--- config.mk ---
export PLATFORM = sky130hd
export DESIGN_NAME = dsi_eval
export DESIGN_NICKNAME = d
export VERILOG_FILES = /design/src/dsi_pkg.sv /design/src/dsi_eval.sv
export VERILOG_INCLUDE_DIRS = /design/src
export SDC_FILE = /design/constraint.sdc
export NUM_CORES = 2
export LEC_CHECK = 0
export BUFFER_PORTS_ARGS = -buffer_cell sky130_fd_sc_hd__buf_2
export CAP_MARGIN = 20
export CORE_MARGIN = 3
export CORE_UTILIZATION = 40
export DETAILED_ROUTE_END_ITERATION = 10
export GPL_ROUTABILITY_DRIVEN = 0
export MAX_ROUTING_LAYER = met4
export PLACE_DENSITY = 0.62
export SLEW_MARGIN = 5
export SYNTH_ARGS = -nofsm -noshare
export SYNTH_HDL_FRONTEND = slang
export SYNTH_SLANG_ARGS = --single-unit
--- constraint.sdc ---
create_clock -name clk -period 2.5 [get_ports clk]
set_input_delay 0.5 -clock clk [delete_from_list [all_inputs] [get_ports clk]]
set_output_delay 0.5 -clock clk [all_outputs]
set_load 0.01 [all_outputs]
--- src/dsi_map.svh ---
`ifndef DSI_MAP_SVH
`define DSI_MAP_SVH

// timing, in microseconds and clock rate in MHz
`define DSI_CLK_MHZ       200
`define DSI_TOL_US        10000
`define DSI_FILT_US       100000
`define DSI_TP_PER_US     10000000
`define DSI_TP_LEN_US     1000
`define DSI_TP_MISS_MAX   3'h5

// register byte offsets
`define DSI_OFF_CFG_TO    8'h00
`define DSI_OFF_CFG_BR    8'h04
`define DSI_OFF_TOL_TO    8'h08
`define DSI_OFF_TOL_BR    8'h0C
`define DSI_OFF_FILT_TO   8'h10
`define DSI_OFF_FILT_BR   8'h14
`define DSI_OFF_TP_PER    8'h18
`define DSI_OFF_TP_LEN    8'h1C
`define DSI_OFF_CTRL      8'h20
`define DSI_OFF_STATUS    8'h24

// assignment register: [4:0] function, [5] antivalent
`define DSI_CFG_ANTI_BIT  5
`define DSI_CFG_TO_RST    6'h01
`define DSI_CFG_BR_RST    6'h02

// control register fields
`define DSI_CTRL_COUPLE   0
`define DSI_CTRL_BMEAS    1
`define DSI_CTRL_TPCHK_TO 2
`define DSI_CTRL_TPCHK_BR 3
`define DSI_CTRL_FBSEL    4
`define DSI_CTRL_FBIDX    8
`define DSI_CTRL_RST      32'h0000_0002

// status register fields
`define DSI_ST_DERR       0
`define DSI_ST_TPERR      2
`define DSI_ST_FS         4
`define DSI_ST_LEVEL      5
`define DSI_ST_INDEX      8

`endif

--- src/dsi_pkg.sv ---
package dsi_pkg;

    typedef enum logic [4:0] {
        FN_NONE      = 5'h00,
        FN_TORQUE    = 5'h01,
        FN_BRAKE     = 5'h02,
        FN_STOP1     = 5'h03,
        FN_STOP2     = 5'h04,
        FN_OPSTOP    = 5'h05,
        FN_LIMSPEED  = 5'h06,
        FN_LIMPOS    = 5'h07,
        FN_REFSET    = 5'h08,
        FN_INC_ACT   = 5'h09,
        FN_INC_NEXT  = 5'h0A,
        FN_DIR_FWD   = 5'h0B,
        FN_DIR_REV   = 5'h0C,
        FN_SPEEDMON  = 5'h0D,
        FN_ACCEL     = 5'h0E,
        FN_FS_RESET  = 5'h0F,
        FN_SUB0      = 5'h10,
        FN_SUB1      = 5'h11,
        FN_SUB2      = 5'h12
    } dsi_func_t;

    typedef struct packed {
        logic ch_one;
        logic ch_two;
    } dsi_pair_t;

    typedef struct packed {
        logic torque_off_function;
        logic brake_control_function;
        logic stop_one_function;
        logic stop_two_function;
        logic operating_stop_function;
        logic limited_speed_function;
        logic limited_position_function;
        logic reference_capture;
        logic limited_increment_function;
        logic increment_next_step;
        logic safe_direction_forward;
        logic safe_direction_reverse;
        logic speed_monitor_function;
        logic acceleration_limit_function;
    } dsi_req_t;

    typedef struct packed {
        logic [1:0][5:0]        cfg;
        logic [1:0][31:0]       tol;
        logic [1:0][31:0]       filt;
        logic [31:0]            tp_per;
        logic [31:0]            tp_len;
        logic [31:0]            ctrl;
        logic [31:0]            prdata;
        logic                   pslverr;
        logic [1:0][1:0]        stable;
        logic [1:0][1:0][31:0]  fcnt;
        logic [1:0][31:0]       dcnt;
        logic [1:0][31:0]       pw;
        logic [31:0]            tpcnt;
        logic [1:0]             derr;
        logic [1:0]             tperr;
        logic [1:0]             seen;
        logic [1:0][2:0]        miss;
        logic [1:0]             prev_act;
        logic                   fail_safe;
        dsi_req_t               req;
        logic [3:0]             param_index;
    } dsi_state_t;

endpackage

--- src/dsi_eval.sv ---
`include "dsi_map.svh"

module dsi_eval #(
    parameter logic [31:0] TOL_CYCLES    =
        32'(`DSI_TOL_US * `DSI_CLK_MHZ),
    parameter logic [31:0] FILT_CYCLES   =
        32'(`DSI_FILT_US * `DSI_CLK_MHZ),
    parameter logic [31:0] TP_PER_CYCLES =
        32'(64'(`DSI_TP_PER_US) * 64'(`DSI_CLK_MHZ)),
    parameter logic [31:0] TP_LEN_CYCLES =
        32'(`DSI_TP_LEN_US * `DSI_CLK_MHZ)
) (
    input  wire logic              clk,
    input  wire logic              srst,
    input  wire logic [7:0]        paddr,
    input  wire logic              psel,
    input  wire logic              penable,
    input  wire logic              pwrite,
    input  wire logic [31:0]       pwdata,
    output logic [31:0]            prdata,
    output logic                   pready,
    output logic                   pslverr,
    input  dsi_pkg::dsi_pair_t     torque_off_inputs,
    input  dsi_pkg::dsi_pair_t     brake_control_inputs,
    input  wire logic              safety_error,
    input  wire logic              fieldbus_index_load,
    input  wire logic [2:0]        fieldbus_index,
    output dsi_pkg::dsi_req_t      func_request,
    output logic                   fail_safe,
    output logic [3:0]             param_index,
    output logic                   brake_current_meas_en,
    output logic [1:0]             disc_error,
    output logic [1:0]             test_pulse_error
);

    dsi_pkg::dsi_state_t s;
    dsi_pkg::dsi_state_t next_s;

    logic [1:0][1:0] raw;
    logic [1:0]      tpchk;

    function automatic logic [31:0] sat_inc(input logic [31:0] v);
        return (v == 32'hFFFF_FFFF) ? v : v + 32'h1;
    endfunction

    function automatic logic addr_hit(input logic [7:0] a);
        return (a[1:0] == 2'h0) && (a <= `DSI_OFF_STATUS);
    endfunction

    function automatic logic mismatch(input logic anti,
                                      input logic [1:0] p);
        return anti ? (p[1] == p[0]) : (p[1] != p[0]);
    endfunction

    assign raw[0] = {torque_off_inputs.ch_one,
                     torque_off_inputs.ch_two};
    assign raw[1] = {brake_control_inputs.ch_one,
                     brake_control_inputs.ch_two};
    assign tpchk  = {s.ctrl[`DSI_CTRL_TPCHK_BR],
                     s.ctrl[`DSI_CTRL_TPCHK_TO]};

    always_comb begin
        logic [1:0]     mism;
        logic [1:0]     fault;
        logic [1:0]     act;
        logic [1:0]     on;
        logic [2:0]     sub;
        logic [2:0]     idx;
        logic           inc_block;
        logic           fs_clear;
        logic           period_end;
        logic [1:0]     inv;
        dsi_pkg::dsi_func_t f;
        dsi_pkg::dsi_req_t  r;
        next_s     = s;
        mism       = '0;
        fault      = '0;
        act        = '0;
        on         = '0;
        sub        = '0;
        idx        = '0;
        inc_block  = 1'b0;
        fs_clear   = 1'b0;
        inv        = '0;
        f          = dsi_pkg::FN_NONE;
        r          = '0;
        period_end = (s.tpcnt >= s.tp_per);

        // apb setup phase samples read data for the access phase
        if (psel && !penable) begin
            next_s.pslverr = !addr_hit(paddr);
            unique case (paddr)
                `DSI_OFF_CFG_TO:  next_s.prdata = {26'h0, s.cfg[0]};
                `DSI_OFF_CFG_BR:  next_s.prdata = {26'h0, s.cfg[1]};
                `DSI_OFF_TOL_TO:  next_s.prdata = s.tol[0];
                `DSI_OFF_TOL_BR:  next_s.prdata = s.tol[1];
                `DSI_OFF_FILT_TO: next_s.prdata = s.filt[0];
                `DSI_OFF_FILT_BR: next_s.prdata = s.filt[1];
                `DSI_OFF_TP_PER:  next_s.prdata = s.tp_per;
                `DSI_OFF_TP_LEN:  next_s.prdata = s.tp_len;
                `DSI_OFF_CTRL:    next_s.prdata = s.ctrl;
                `DSI_OFF_STATUS: begin
                    next_s.prdata = 32'h0;
                    next_s.prdata[`DSI_ST_DERR +: 2]  = s.derr;
                    next_s.prdata[`DSI_ST_TPERR +: 2] = s.tperr;
                    next_s.prdata[`DSI_ST_FS]         = s.fail_safe;
                    next_s.prdata[`DSI_ST_LEVEL +: 2] =
                        {s.stable[1][1], s.stable[0][1]};
                    next_s.prdata[`DSI_ST_INDEX +: 4] = s.param_index;
                end
                default:          next_s.prdata = 32'h0;
            endcase
        end

        // apb write, taken in the access phase
        if (psel && penable && pwrite) begin
            unique case (paddr)
                `DSI_OFF_CFG_TO:  next_s.cfg[0]  = pwdata[5:0];
                `DSI_OFF_CFG_BR:  next_s.cfg[1]  = pwdata[5:0];
                `DSI_OFF_TOL_TO:  next_s.tol[0]  = pwdata;
                `DSI_OFF_TOL_BR:  next_s.tol[1]  = pwdata;
                `DSI_OFF_FILT_TO: next_s.filt[0] = pwdata;
                `DSI_OFF_FILT_BR: next_s.filt[1] = pwdata;
                `DSI_OFF_TP_PER:  next_s.tp_per  = pwdata;
                `DSI_OFF_TP_LEN:  next_s.tp_len  = pwdata;
                `DSI_OFF_CTRL:    next_s.ctrl    = pwdata;
                `DSI_OFF_STATUS: begin
                    // write one to clear; hardware set below wins
                    next_s.derr  = s.derr & ~pwdata[`DSI_ST_DERR +: 2];
                    next_s.tperr = s.tperr & ~pwdata[`DSI_ST_TPERR +: 2];
                    if (pwdata[`DSI_ST_FS]) begin
                        next_s.fail_safe = 1'b0;
                    end
                end
                default: ;
            endcase
        end

        // fieldbus index change overrides the input bits
        if (fieldbus_index_load) begin
            next_s.ctrl[`DSI_CTRL_FBIDX +: 3] = fieldbus_index;
            next_s.ctrl[`DSI_CTRL_FBSEL]      = 1'b1;
        end

        // shared test-pulse period counter
        next_s.tpcnt = period_end ? 32'h0 : sat_inc(s.tpcnt);

        for (int i = 0; i < 2; i++) begin
            // per-channel filter: change accepted after filter time
            for (int c = 0; c < 2; c++) begin
                if (raw[i][c] != s.stable[i][c]) begin
                    if (s.fcnt[i][c] >= s.filt[i]) begin
                        next_s.stable[i][c] = raw[i][c];
                        next_s.fcnt[i][c]   = 32'h0;
                    end else begin
                        next_s.fcnt[i][c] = sat_inc(s.fcnt[i][c]);
                    end
                end else begin
                    next_s.fcnt[i][c] = 32'h0;
                end
            end

            // discrepancy timer, restarts at each new mismatch
            mism[i] = mismatch(s.cfg[i][`DSI_CFG_ANTI_BIT],
                               s.stable[i]);
            next_s.dcnt[i] = mism[i] ? sat_inc(s.dcnt[i])
                                     : 32'h0;
            if (mism[i] && (s.dcnt[i] >= s.tol[i])) begin
                next_s.derr[i] = 1'b1;
            end

            // test pulses: short inversions of channel one
            inv[i] = (raw[i][1] != s.stable[i][1]);
            if (tpchk[i]) begin
                next_s.pw[i] = inv[i] ? sat_inc(s.pw[i]) : 32'h0;
                if (!inv[i] && (s.pw[i] != 32'h0)
                    && (s.pw[i] <= s.tp_len)) begin
                    next_s.seen[i] = 1'b1;
                end
                if (inv[i] && (raw[i][0] != s.stable[i][0])) begin
                    next_s.tperr[i] = 1'b1;  // pulse on both channels
                end
                if (period_end) begin
                    next_s.seen[i] = 1'b0;
                    if (s.seen[i]) begin
                        next_s.miss[i] = 3'h0;
                    end else if (s.miss[i] < `DSI_TP_MISS_MAX) begin
                        next_s.miss[i] = s.miss[i] + 3'h1;
                    end
                end
                if (s.miss[i] >= `DSI_TP_MISS_MAX) begin
                    next_s.tperr[i] = 1'b1;
                end
            end else begin
                next_s.pw[i]   = 32'h0;
                next_s.seen[i] = 1'b0;
                next_s.miss[i] = 3'h0;
            end

            // demand on channel one at 0V or on any fault
            fault[i] = s.derr[i] | s.tperr[i];
            act[i]   = !s.stable[i][1] || fault[i];
            on[i]    = !act[i];
            next_s.prev_act[i] = act[i];

            f = dsi_pkg::dsi_func_t'(s.cfg[i][4:0]);
            unique case (f)
                dsi_pkg::FN_TORQUE:
                    r.torque_off_function |= act[i];
                dsi_pkg::FN_BRAKE:
                    r.brake_control_function |= act[i];
                dsi_pkg::FN_STOP1:
                    r.stop_one_function |= act[i];
                dsi_pkg::FN_STOP2:
                    r.stop_two_function |= act[i];
                dsi_pkg::FN_OPSTOP:
                    r.operating_stop_function |= act[i];
                dsi_pkg::FN_LIMSPEED:
                    r.limited_speed_function |= act[i];
                dsi_pkg::FN_LIMPOS:
                    r.limited_position_function |= act[i];
                dsi_pkg::FN_REFSET:
                    r.reference_capture |=
                        act[i] & !s.prev_act[i];
                dsi_pkg::FN_INC_ACT:
                    inc_block |= on[i];
                dsi_pkg::FN_INC_NEXT:
                    r.increment_next_step |= on[i];
                dsi_pkg::FN_DIR_FWD:
                    r.safe_direction_forward |= act[i];
                dsi_pkg::FN_DIR_REV:
                    r.safe_direction_reverse |= act[i];
                dsi_pkg::FN_SPEEDMON:
                    r.speed_monitor_function |= act[i];
                dsi_pkg::FN_ACCEL:
                    r.acceleration_limit_function |= act[i];
                dsi_pkg::FN_FS_RESET:
                    fs_clear |= !s.stable[i][1];
                dsi_pkg::FN_SUB0:
                    sub[0] |= on[i];
                dsi_pkg::FN_SUB1:
                    sub[1] |= on[i];
                dsi_pkg::FN_SUB2:
                    sub[2] |= on[i];
                default: ;
            endcase
        end

        r.limited_increment_function = !inc_block;
        if (s.ctrl[`DSI_CTRL_COUPLE]) begin
            r.brake_control_function |= r.torque_off_function;
        end
        next_s.req = r;

        // fail-safe bit: the error set wins over any clear
        if (fs_clear) begin
            next_s.fail_safe = 1'b0;
        end
        if (safety_error) begin
            next_s.fail_safe = 1'b1;
        end

        idx = s.ctrl[`DSI_CTRL_FBSEL] ? s.ctrl[`DSI_CTRL_FBIDX +: 3]
                                      : sub;
        next_s.param_index = {1'b0, idx} + 4'h1;
    end

    always_ff @(posedge clk) begin
        if (srst) begin
            s         <= '0;
            s.cfg[0]  <= `DSI_CFG_TO_RST;
            s.cfg[1]  <= `DSI_CFG_BR_RST;
            s.tol[0]  <= TOL_CYCLES;
            s.tol[1]  <= TOL_CYCLES;
            s.filt[0] <= FILT_CYCLES;
            s.filt[1] <= FILT_CYCLES;
            s.tp_per  <= TP_PER_CYCLES;
            s.tp_len  <= TP_LEN_CYCLES;
            s.ctrl    <= `DSI_CTRL_RST;
            s.param_index <= 4'h1;
        end else begin
            s <= next_s;
        end
    end

    assign pready                = psel & penable;
    assign prdata                = s.prdata;
    assign pslverr               = s.pslverr & psel & penable;
    assign func_request          = s.req;
    assign fail_safe             = s.fail_safe;
    assign param_index           = s.param_index;
    assign brake_current_meas_en = s.ctrl[`DSI_CTRL_BMEAS];
    assign disc_error            = s.derr;
    assign test_pulse_error      = s.tperr;

endmodule

**After elaboration in Yosys (flattened, before gate mapping)**

Cells that the tools add are included.

- Register bits after elaboration: 594
- Input port bits: 54
- Output and inout bits: 58
- Word-level logic and storage cells: 311

- $add $sub $neg: 12
- Magnitude comparators: 14
- Equal/unequal tests: 62
- Mux-type cells: 64
- Bitwise operators: 38
- Reductions and logical operators: 72

Operators by type and width:

| kind | count |
|---|---|
| $pmux 32 s10 | 1 |
| $add 32x1->32 const B | 9 |
| $eq 32x32->1 const B | 9 |
| $ge 32x32->1 | 7 |
| $eq 5x4->1 const B | 16 |
| $le 32x32->1 | 2 |
| $reduce_bool 32->1 | 2 |
| $mux 1 | 53 |
| $eq 5x3->1 const B | 8 |
| $reduce_and 2->1 | 18 |
| $eq 8x5->1 const B | 4 |
| $eq 5x5->1 const B | 6 |
| $reduce_or 3->1 | 8 |
| $mux 11 | 2 |
| $or 1x1->1 | 21 |
| $eq 5x2->1 const B | 4 |
| $mux 3 | 6 |
| $eq 8x4->1 const B | 2 |
| $eq 8x6->1 const B | 2 |
| $reduce_bool 2->1 | 8 |
| $logic_and 1x1->1 | 12 |
| $logic_not 1->1 | 11 |
| $eq 5x1->1 const B | 2 |
| $reduce_or 2->1 | 5 |
| 18 further kinds | 44 |

**Logic depth before layout (Yosys ltp)**

- Depth after elaboration: 8
- Depth in mapped cells: 10

**Worst setup path after synthesis**

No wires, ideal clock.

- Path type: input port to flip-flop
- Start point: input port paddr[5]
- End point: register s[453] (netlist name)
- Library setup time: 132 ps
- Arrival: 2436 ps
- Required time: 2368 ps
- Slack: -69 ps
- Cell stages on the path: 9
- Path buffers: 4
- Path through: clkbuf_1 -> or4b_1 -> buf_2 -> nor3_2 -> buf_2 -> nand2_1 -> clkbuf_1 -> nand2_1 -> a21oi_1

- Longest elaborated chain between the ends: 2

Ends and longest elaborated chain:

| element | RTL line | RTL |
|---|---|---|
| start, declared | dsi_eval.sv:15 | `input wire logic [7:0] paddr,` |
| $eq 8x5->1 | dsi_eval.sv:117 | `unique case (paddr)` |
| $reduce_and 2->1 (no line) | - |  |
| end signal, assigned | dsi_eval.sv:282 | `s <= next_s;` |
| end, declared | dsi_eval.sv:36 | `dsi_pkg::dsi_state_t s;` |

No other way between the ends.
A chain may end at the register's enable or synchronous reset.

**Worst setup path in the final report**

- Start point: register s[424] (netlist name)
- End point: register s[25] (netlist name)

- Longest elaborated chain between the ends: 2

Ends and longest elaborated chain:

| element | RTL line | RTL |
|---|---|---|
| $ge 32x32->1 | dsi_eval.sv:87 | `period_end = (s.tpcnt >= s.tp_per);` |
| $reduce_and 2->1 (no line) | - |  |

No other way between the ends.

==> results.txt <==
----------------------------------------------------
[Setup path]
  Crit-path cells ... inv_1 > ha_1 > o21ai_0 > o21ai_0 > a41oi_1 > a211o_1 > a21oi_2 > buf_6 > mux2i_1 > a21oi_1
  CP endpoint kind ... flop
  Crit-path max cell delay ... approximately 0.52 ns
  Critical Path Source Type ... flop
  Max stage delay cell, worst path ... dfxtp_1
  Critical path class ... flop to flop
  Worst Path Arrival ... between 2 and 3 ns
  Most common cell on crit path ... o21ai_0
  Critical-path maximum fanout ... 10
  CP Data Required Time ... roughly 3.0 ns

[Hold path]
  Path category of the worst min-delay check ... input port to flop

[Clock network]
  Clock tree from TritonCTS ... built
  Number of buffers on the longest clock path ... 3
  Register clock-pin slew on the reported worst setup and hold paths ... about 0.06 ns
  Cell chosen for the clock root ... clkbuf_16
  Maximum level of the CTS H-tree ... 3
  Clock latency on the worst-skew pair ... 0.62 ns
  Number of buffers inserted for hold repair after clock tree synthesis ... 0
  Clk sinks ... about 600
  Clock buffer count from CTS ... 67

[Synthesis]
  Post-Syn Area ... between 0.03 and 0.04 sq mm
  Number of synthesized register bits ... roughly 590
  Sequential area share after synthesis ... 0.363
  Synthesized area per cell ... about 8 sq um
  Number of enable-type register cells in the synthesized netlist ... 0
  Share of the synthesized area in the top cell type ... 0.363
  Post-synth cell types ... between 70 and 80
  Largest area contributor in the synthesized netlist ... dfxtp_1
  Async S/R FF share, synth ... 0
  Leading cell types by total area after synthesis ... dfxtp_1, ha_1, nand2_1, nor2_1, a21oi_1
  Primary flip-flop cell chosen by synthesis mapping ... dfxtp_1
  Post-Syn Instances ... ~4100
  Post-Synthesis Net Count ... roughly 4400
  Total of warnings raised by yosys ... 0

[Timing]
  Accumulated negative setup slack ... 0 ns
  Setup repair after global routing missed its margin ... true
  Final slew viol count ... 0
  Fin. Hold Viols ... 0
  Share of the clock period used by the worst path ... 0.960
  Worst clock skew on the final layout ... between 0.02 and 0.025 ns
  Final worst hold slack ... approximately 0.11 ns
  Highest attainable clock frequency ... 417 MHz
  Relative slew slack ... 0.528
  Final setup viols ... 0
  Transition time of the tightest slew-check pin ... between 0.7 and 0.8 ns
  Final WS setup ... 0.101 ns
  Minimum clock period ... 2.40 ns

[Placed design]
  Setup Slack @ Placement ... -0.00844 ns
  Cell area after placement ... 0.0357 sq mm
  Detailed-placement wirelength estimate ... 85.7 mm
  I/O Buffers ... around 110

[Drt]
  Via Count ... 30600
  Wirelength per Cell ... between 20 and 25 microns
  Total met2 wirelength after detailed routing ... 46.6 mm
  Detailed Routing Iterations Pass 1 ... 6
  Remaining number of nets flagged by the antenna check after routing ... 0
  DRC ... 0
  Highest metal layer with signal wires ... met4
  Detail Route met3 WL ... about 11 mm
  WL met1 ... between 50 and 60 mm
  Total wire length after detailed routing ... 115 mm
  Post-detailed-route via-to-cell ratio ... between 5 and 6
  Drt initial violations ... about 3300

[Global route]
  Number of global-route vias before repair ... roughly 27000
  Global routing usage summed across all routing layers ... 0.267
  Number of antenna violations at the first check in global routing ... 7
  Wire length of the first global-routing pass ... 171 mm
  Largest net degree at the start of global routing ... 115
  Remaining global-route overflow ... 0

[Power and ir drop]
  Combinational power share ... 0.042
  Clock network power share ... 0.494
  Switching Power ... approximately 0.0049 W
  Share of total power consumed by net switching ... 0.238
  Max rail drop VDD ... 0.000586 V
  Pint ... 0.0157 W
  Total leakage power ... about 15 nW
  Power per cell area ... ~540 mW/mm^2
  Share of power burned in registers ... 0.463

[Die]
  Die area ... about 0.085 sq mm
  Die Y-Extent ... ~290 microns
  Row Count ... about 100
  Std-Cell Core Area ... roughly 0.081 sq mm
  X dimension of the die ... between 200 and 300 microns
  Top-level I/O count ... about 110
  Initial core utilization ... 0.405

[Final layout]
  Area of combinational cells with multiple inputs ... about 0.019 sq mm
  Final net count ... roughly 4600
  Post-route cell area ... ~0.038 sq mm
  Growth of design area from synthesis to finish ... 16.5%
  Number of inserted filler cells in the final layout ... about 8000
  Fraction of final layout cells sized beyond drive strength 1 ... 0.122
  Sequential cell area ... 0.0119 sq mm

[Job]
  Max capacitance violation total ... 0

[Outcome]
  Run status ... completed

----------------------------------------------------
## power groups by stage
stage / clock (W) / sequential [W] / combinational, W
after CTS: 0.0103 / 0.00955 / 0.000813
after detailed placement: 0 / 0.00976 / 0.000810
final: 0.0102 / 0.00955 / 0.000872
after floorplan: 0 / 0.00974 / 0.000366
after global routing: 0.0107 / 0.00955 / 0.000897
after global placement: 0 / 0.00976 / 0.000809
## layout by cell type, fill, tap and decap left out, drive strengths merged, types with 11 or more instances in the layout
| master | instances |
|---|---|
| nor2b | 23 |
| nor4 | 35 |
| a211oi | 22 |
| o211ai | 62 |
| or2 | 13 |
| buf | 340 |
| a222oi | 22 |
| nand3 | 147 |
| o21ai | 100 |
| clkbuf | 104 |
| a31oi | 18 |
| ha | 304 |
| xor2 | 129 |
| nand4 | 103 |
| nand2 | 629 |
| and3 | 70 |
| clkinv | 13 |
| or4 | 12 |
| or3 | 22 |
| and2 | 14 |
| inv | 237 |
| nor3 | 70 |
| mux2i | 33 |
| a22oi | 72 |
| a21o | 56 |
| nor2 | 463 |
| and4 | 35 |
| o22ai | 11 |
| xnor2 | 135 |
| a21oi | 319 |
| dfxtp | 594 |
## layer usage
| layer | GRT usage | vias to the layer above |
|---|---|---|
| met5 | - | - |
| met4 | 0.128 | 0 |
| met3 | 0.0561 | 293 |
| met2 | 0.368 | 1390 |
| met1 | 0.371 | 14300 |
| li1 | - | 14600 |
## cells in the mapped netlist (54+ instances only)
cell,instances
a21o_1,56
a21oi_1,319
a22oi_1,72
and3_1,69
buf_4,54
clkbuf_1,154
dfxtp_1,594
ha_1,304
inv_1,234
nand2_1,629
nand3_1,146
nand4_1,103
nor2_1,463
nor3_1,67
o211ai_1,62
o21ai_0,98
xnor2_1,135
xor2_1,129
## registers in the layout, summed over array words and instances (netlist names)
| signal | flops |
|---|---|
| s | 538 |
| prdata | 32 |
| brake_current_meas_en | 1 |
| test_pulse_error | 2 |
| param_index | 4 |
| fail_safe | 1 |
| func_request | 14 |
| disc_error | 2 |
## metrics by stage
| step | utilization | total power, W | cells |
|---|---|---|---|
| detailed placement | 0.441 | 0.0106 | 5266 |
| global placement | 0.441 | 0.0106 | 5266 |
| floorplan | - | 0.0101 | 4084 |
| global route | 0.472 | 0.0211 | 5396 |
| CTS | 0.469 | 0.0207 | 5387 |
| finish | 0.472 | 0.0206 | 5396 |
## repair_timing
action,in CTS,in global routing
buffers inserted,0,1
resized for setup,1,51
pin swaps,0,8
setup endpoints to repair,1,184
cloned,0,2
## worst max-delay path: cells and delay by family (launching register included)
family,cells,cell delay [ns]
AO/OA/AOI/OAI,6,0.93
multiplexers,1,0.20
adder cells (fa/ha/maj),1,0.28
buffers and inverters,2,0.32
flip-flops,1,0.52
## cell type report
| class | count | share of cell area |
|---|---|---|
| multi-input cells | 3038 | 0.503 |
| flip-flops and latches | 594 | 0.312 |
| repair buffers | 343 | 0.0678 |
| clock buffers | 101 | 0.0534 |
| well taps | 1060 | 0.0348 |
| inverters | 234 | 0.0230 |
| clock inverters | 20 | 0.00554 |
| diodes | 6 | 0.000393 |
## cell families after synthesis
| group | share of synthesized area |
|---|---|
| simple gates | 0.235 |
| compound gates | 0.147 |
| flops | 0.363 |
| buf+inv | 0.0581 |
| fa+ha+maj | 0.116 |
| xor+xnor | 0.0706 |
| mux | 0.0104 |
## path summary, 6_finish.rpt
check          startpoint        end  slack [ns]  depth (start not counted)
max                s[424]      s[25]        0.10                         10
min          safety_error  fail_safe        0.11                          3
max reg2reg        s[424]      s[25]        0.10                         10
min reg2reg        s[420]     s[420]        0.45                          2
No activity file was read; power rests on OpenSTA's default activity.
